### src/core/cecd_pkg.sv
package cecd_pkg;

    // event selection codes
    localparam logic [7:0] CECD_EV_DISAMB  = 8'h09;
    localparam logic [7:0] CECD_EV_WALK    = 8'h0c;
    localparam logic [7:0] CECD_EV_FPCOMP  = 8'h10;
    localparam logic [7:0] CECD_EV_FPHELP  = 8'h11;
    localparam logic [7:0] CECD_EV_PRODUCT = 8'h12;
    localparam logic [7:0] CECD_EV_DIV     = 8'h13;
    localparam logic [7:0] CECD_EV_DIVBUSY = 8'h14;

    // unit masks
    localparam logic [7:0] CECD_UM_00 = 8'h00;
    localparam logic [7:0] CECD_UM_01 = 8'h01;
    localparam logic [7:0] CECD_UM_02 = 8'h02;

    // register map, byte addresses
    localparam logic [11:0] CECD_SEL0_ADDR = 12'h000;
    localparam logic [11:0] CECD_SEL1_ADDR = 12'h004;
    localparam logic [11:0] CECD_CNT0_ADDR = 12'h008;
    localparam logic [11:0] CECD_CNT1_ADDR = 12'h00c;

    // selection register fields, reset values and the counter increment
    localparam int CECD_SEL_EV_LSB = 0;
    localparam int CECD_SEL_UM_LSB = 8;
    localparam logic [15:0] CECD_SEL_RESET = 16'h0000;
    localparam logic [31:0] CECD_CNT_RESET = 32'h0000_0000;
    localparam logic [31:0] CECD_CNT_ONE   = 32'h0000_0001;

    // raw event strobes from the core pipeline
    typedef struct packed {
        logic order_flush;
        logic load_disamb;
        logic dtlb_walk_start;
        logic itlb_walk_start;
        logic walk_busy;
        logic fp_comp_uop;
        logic simd_fp_op;
        logic simd_denorm_in;
        logic denormal_input_zeroing;
        logic simd_underflow;
        logic underflow_flush_zero;
        logic x87_op;
        logic x87_nan_denorm_load;
        logic x87_div_zero;
        logic x87_underflow;
        logic int_product;
        logic fp_product;
        logic int_div;
        logic fp_div;
        logic fp_sqrt;
        logic div_busy;
    } cecd_core_ev_s;

endpackage : cecd_pkg

### src/core/cecd_event_decoder.sv
`timescale 1ns/10ps
module cecd_event_decoder (
    input  wire logic                   mclk_i,
    input  wire logic                   sys_rst_i,
    input  wire cecd_pkg::cecd_core_ev_s core_ev_i,
    input  wire logic                   psel_i,
    input  wire logic                   penable_i,
    input  wire logic                   pwrite_i,
    input  wire logic [11:0]            paddr_i,
    input  wire logic [31:0]            pwdata_i,
    output logic      [31:0]            prdata_o,
    output logic                        pready_o,
    output logic                        pslverr_o,
    output logic      [1:0]             count_pulse_o
);

    logic [15:0] sel_reg [2];
    logic [31:0] cnt_reg [2];
    logic        hit     [2];

    cecd_pkg::cecd_core_ev_s ev;
    logic        help_simd;
    logic        help_x87;
    logic        apb_acc;
    logic        apb_map;
    logic        apb_wr;

    // core strobes come from logic on this clock, used as is
    assign ev = core_ev_i;

    assign help_simd = ev.simd_fp_op &
                       ((ev.simd_denorm_in & ~ev.denormal_input_zeroing) |
                        (ev.simd_underflow & ~ev.underflow_flush_zero));

    assign help_x87 = ev.x87_op &
                      (ev.x87_nan_denorm_load | ev.x87_div_zero | ev.x87_underflow);

    // per-counter decode of selection into one condition
    for (genvar g = 0; g < 2; g++) begin : g_dec
        logic [7:0] evn;
        logic [7:0] um;
        assign evn = sel_reg[g][cecd_pkg::CECD_SEL_EV_LSB +: 8];
        assign um  = sel_reg[g][cecd_pkg::CECD_SEL_UM_LSB +: 8];

        always_comb begin
            hit[g] = 1'b0;
            case (evn)
                cecd_pkg::CECD_EV_DISAMB: begin
                    if (um == cecd_pkg::CECD_UM_01)
                        hit[g] = ev.order_flush;
                    else if (um == cecd_pkg::CECD_UM_02)
                        hit[g] = ev.load_disamb;
                end
                cecd_pkg::CECD_EV_WALK: begin
                    if (um == cecd_pkg::CECD_UM_01)
                        hit[g] = ev.dtlb_walk_start | ev.itlb_walk_start;
                    else if (um == cecd_pkg::CECD_UM_02)
                        hit[g] = ev.walk_busy;
                end
                cecd_pkg::CECD_EV_FPCOMP: begin
                    hit[g] = (g == 0) && (um == cecd_pkg::CECD_UM_00) && ev.fp_comp_uop;
                end
                cecd_pkg::CECD_EV_FPHELP: begin
                    hit[g] = (g == 1) && (help_simd | help_x87);
                end
                cecd_pkg::CECD_EV_PRODUCT: begin
                    hit[g] = (g == 1) && (ev.int_product | ev.fp_product);
                end
                cecd_pkg::CECD_EV_DIV: begin
                    hit[g] = (g == 1) && (ev.int_div | ev.fp_div | ev.fp_sqrt);
                end
                cecd_pkg::CECD_EV_DIVBUSY: begin
                    hit[g] = (g == 0) && (um == cecd_pkg::CECD_UM_00) && ev.div_busy;
                end
                default: hit[g] = 1'b0;
            endcase
        end
    end

    assign apb_acc = psel_i & penable_i;
    // writes land only on the completing edge, pready already high
    assign apb_wr  = apb_acc & pwrite_i & pready_o;
    assign apb_map = (paddr_i == cecd_pkg::CECD_SEL0_ADDR) |
                     (paddr_i == cecd_pkg::CECD_SEL1_ADDR) |
                     (paddr_i == cecd_pkg::CECD_CNT0_ADDR) |
                     (paddr_i == cecd_pkg::CECD_CNT1_ADDR);

    // selection registers
    always_ff @(posedge mclk_i) begin
        if (sys_rst_i) begin
            sel_reg[0] <= cecd_pkg::CECD_SEL_RESET;
            sel_reg[1] <= cecd_pkg::CECD_SEL_RESET;
        end else if (apb_wr) begin
            if (paddr_i == cecd_pkg::CECD_SEL0_ADDR)
                sel_reg[0] <= pwdata_i[15:0];
            if (paddr_i == cecd_pkg::CECD_SEL1_ADDR)
                sel_reg[1] <= pwdata_i[15:0];
        end
    end

    // counters; a software write wins over a same-cycle count
    always_ff @(posedge mclk_i) begin
        if (sys_rst_i) begin
            cnt_reg[0] <= cecd_pkg::CECD_CNT_RESET;
            cnt_reg[1] <= cecd_pkg::CECD_CNT_RESET;
        end else begin
            if (apb_wr && paddr_i == cecd_pkg::CECD_CNT0_ADDR)
                cnt_reg[0] <= pwdata_i;
            else if (hit[0])
                cnt_reg[0] <= cnt_reg[0] + cecd_pkg::CECD_CNT_ONE;
            if (apb_wr && paddr_i == cecd_pkg::CECD_CNT1_ADDR)
                cnt_reg[1] <= pwdata_i;
            else if (hit[1])
                cnt_reg[1] <= cnt_reg[1] + cecd_pkg::CECD_CNT_ONE;
        end
    end

    // registered qualified event strobes
    always_ff @(posedge mclk_i) begin
        if (sys_rst_i)
            count_pulse_o <= 2'b00;
        else
            count_pulse_o <= {hit[1], hit[0]};
    end

    // apb answer: one wait state, pready registered
    always_ff @(posedge mclk_i) begin
        if (sys_rst_i) begin
            pready_o  <= 1'b0;
            pslverr_o <= 1'b0;
            prdata_o  <= cecd_pkg::CECD_CNT_RESET;
        end else begin
            pready_o  <= psel_i & penable_i & ~pready_o;
            pslverr_o <= psel_i & penable_i & ~pready_o & ~apb_map;
            prdata_o  <= 32'h0000_0000;
            if (psel_i && penable_i && !pready_o && !pwrite_i) begin
                case (paddr_i)
                    cecd_pkg::CECD_SEL0_ADDR: prdata_o <= {16'h0000, sel_reg[0]};
                    cecd_pkg::CECD_SEL1_ADDR: prdata_o <= {16'h0000, sel_reg[1]};
                    cecd_pkg::CECD_CNT0_ADDR: prdata_o <= cnt_reg[0];
                    cecd_pkg::CECD_CNT1_ADDR: prdata_o <= cnt_reg[1];
                    default:                  prdata_o <= 32'h0000_0000;
                endcase
            end
        end
    end
endmodule : cecd_event_decoder

### config.mk
export PLATFORM = sky130hd
export DESIGN_NAME = cecd_event_decoder
export DESIGN_NICKNAME = d
export VERILOG_FILES = /design/src/core/cecd_pkg.sv /design/src/core/cecd_event_decoder.sv
export SDC_FILE = /design/constraint.sdc
export NUM_CORES = 1
export LEC_CHECK = 0
export ABC_CLOCK_PERIOD_IN_PS = 3700
export BUFFER_PORTS_ARGS = -buffer_cell sky130_fd_sc_hd__buf_4
export CAP_MARGIN = 0
export CORE_MARGIN = 2
export CORE_UTILIZATION = 49
export DETAILED_ROUTE_END_ITERATION = 10
export PLACE_DENSITY = 0.76
export SYNTH_ARGS = -nofsm -noshare
export SYNTH_HDL_FRONTEND = slang
export SYNTH_SLANG_ARGS = --single-unit
### constraint.sdc
create_clock -name mclk_i -period 3.7 [get_ports mclk_i]
set_input_delay 0.185 -clock mclk_i [delete_from_list [all_inputs] [get_ports mclk_i]]
set_output_delay 0.185 -clock mclk_i [all_outputs]
set_load 0.02 [all_outputs]
==> results.md <==
* Fin crit share at 75.2%
* Max-slew headroom at 24.8%
* Fin Setup TNS at 0 ns
* Share of the yosys chip area belonging to registers at 50.1%
* Fin. max-slew vios at 0
* Placed Area at 8110 um2
* Worst setup SP type: flop
* Fin crit period at 2.78 ns
* Post-synthesis async set-or-reset flop share at 0%
* First-pass GRT wire length at 29800 um
* Required @ worst endpoint at 3.95 ns
* Core Area at 14400 um2
* Fill count at 1160
* Largest net degree at the start of global routing at 52
* Post-detailed-routing wire length at 18700 um
* Setup violations, final at 0
* Pwr dens at 419 nW/um2
* Clock Skews at 0.00904 ns
* Count of clock tree sinks at 132
* Layout overhead on the synthesized area at 21.5%
* Avg WL per Cell at 20.3 um
* WP data arrival at 3.04 ns
* Synthesis-stage register bit count at 132
* Placed wire-length estimate at 13400 um
* Crit path kind: flop to flop
* Total track usage at 24.2%
* Vias in the first global route at 5597
* # DRC at 0
* Design area at 8740 um2
* Final Hold Viols at 0
* Placement row count at 44
* PortBufs at 105
* Worst-path clk slew at 0.05 ns
* Critical Path End Type: flop
* # resized after CTS at 0
* Clk Latency, worst-skew pair at 0.43 ns
* N_diodes at 0
* CTS Buf Count at 17
* Top_reg_cell synth: edfxtp_1
* Worst min path class: primary input to flop
* Fmax at 0.359 GHz
* Share of cells above drive strength 1 at 30.1%
* Leak Pwr at 0.00307 uW
* Synth warnings at 0
* Synth unique cells at 56
* Die Width at 125 um
* RSZ-0062 raised after global routing: no
* CTS tree: built
* Initial Utilization at 49.9%
* Max reg flops at 64
* Average vias per placed instance at 6.06
* Post-CTS Hold Buffers at 0
* Worst-Margin Slew at 1.12 ns
* Post-CTS Setup Repair Bufs at 0
* Synth Net Count at 693
* Avg Inst Size Synth at 11.6 um2
* Crit path setup slack, layout at 0.916 ns
* Synth Cell Area at 7190 um2
* Outcome: finished, final reports clean
* Die Ht at 125 um
* ANT nets after route at 0
* Post-synth EDFFs at 96
* GR Overflow Total at 0
* Initial drt markers at 577
* Post-Syn Instances at 621
* H-tree levels at 4
* Place WS at 0.877 ns
* NumNets Final at 794
* Max Cap Viol at 0
* Root buffer cell: clkbuf_16
* Via count at 5572
* RD Place Congestion at 0.911
* Clock tree buffer depth at 2
* Crit-path max FO at 20
* Initial antenna violation count at 0
* Die area at 15700 um2
* # IOs at 106
* Max VDD drop at 0.000350 V
* Pre-Repair DR Iteration Count at 5
[metrics by stage]
| stage | utilization (%) | hold slack [ns] | total power [uW] | instances |
|---|---|---|---|---|
| 2_1_floorplan | - | 0.277 | 1800 | 621 |
| 3_3_place_gp | 56.3 | 0.443 | 1920 | 887 |
| 3_5_place_dp | 56.3 | 0.468 | 1920 | 887 |
| 4_1_cts | 60.6 | 0.0102 | 3680 | 919 |
| 5_1_grt | 60.6 | 0.0328 | 3760 | 919 |
| 6_report | 60.6 | 0.0222 | 3670 | 919 |
[final timing paths]
| kind | startpoint | to | slack [ns] | cells after the start |
|---|---|---|---|---|
| min reg2reg | pready_o | pready_o | 0.48 | 1 |
| max | sel_reg[0][30] | cnt_reg[1][13] | 0.92 | 7 |
| max reg2reg | sel_reg[0][30] | cnt_reg[1][13] | 0.92 | 7 |
| min | penable_i | pready_o | 0.02 | 3 |
[Yosys cell counts, types with 10 or more instances]
| cell | n | share of area [%] |
|---|---|---|
| a211oi_2 | 22 | 3.8 |
| a21oi_1 | 26 | 1.8 |
| a22oi_1 | 17 | 1.8 |
| and2_1 | 20 | 1.7 |
| buf_2 | 12 | 0.83 |
| clkbuf_1 | 10 | 0.52 |
| dfxtp_1 | 36 | 10 |
| edfxtp_1 | 96 | 40 |
| mux2i_1 | 13 | 1.8 |
| mux4_2 | 16 | 5.0 |
| nand2_1 | 30 | 1.6 |
| nand3_1 | 23 | 1.6 |
| nand4_1 | 19 | 1.7 |
| nor2_1 | 33 | 1.7 |
| nor2b_1 | 14 | 1.2 |
| nor3_1 | 10 | 0.70 |
| o21ai_0 | 30 | 2.1 |
| o22ai_1 | 28 | 2.4 |
| xnor2_1 | 23 | 2.8 |
| xor2_1 | 37 | 4.5 |
[power by group]
group          internal [uW]  total (uW)  leakage, uW  switching [uW]
Sequential              1620        1670      0.00129            45.8
Combinational            117         231      0.00148             114
Clock                   1140        1770     0.000306             629
[routing by layer]
metal	global-route usage (%)	part of all wire (%)
met4	9.35	2.1
met2	39.8	50
met5	0	0
met1	30.9	41
met3	6.25	7.3
[logic make-up after synthesis]
kind of cell / count (synthesis) / share of synthesized area, %
simple gates: 213 / 17.9
xor+xnor: 60 / 7.30
compound gates: 138 / 13.6
mux: 29 / 6.82
buf+inv: 47 / 3.93
flops: 132 / 50.1
fa+ha+maj: 2 / 0.348
[critical path, stage by stage, from the launching register on]
cell and delay, ns:
edfxtp_1 0.40, or4_1 0.58, nor4b_2 0.27, a22oi_1 0.11, buf_4 0.19, nand2b_1 0.45, buf_4 0.38, o22ai_1 0.22
[layout make-up]
cell class / instances / area (um2) / share of cell area, %
Clock inverter: 7 / 90.1 / 1.03
Tap cell: 184 / 230 / 2.63
Timing Repair Buffer: 119 / 918 / 10.5
Sequential cell: 132 / 3600 / 41.2
Clock buffer: 25 / 538 / 6.15
Inverter: 10 / 37.5 / 0.429
Multi-Input combinational cell: 442 / 3320 / 38.0
[layout by cell type (no fill, tap or decap), types with 26 or more instances in the layout]
cell | netlist | layout
o22ai_1 | 28 | 28
xor2_1 | 37 | 37
a21oi_1 | 26 | 26
nand2_1 | 30 | 30
edfxtp_1 | 96 | 96
nor2_1 | 33 | 32
dfxtp_1 | 36 | 36
buf_4 | 4 | 117
o21ai_0 | 30 | 30
No activity file was read; power rests on OpenSTA's default activity.
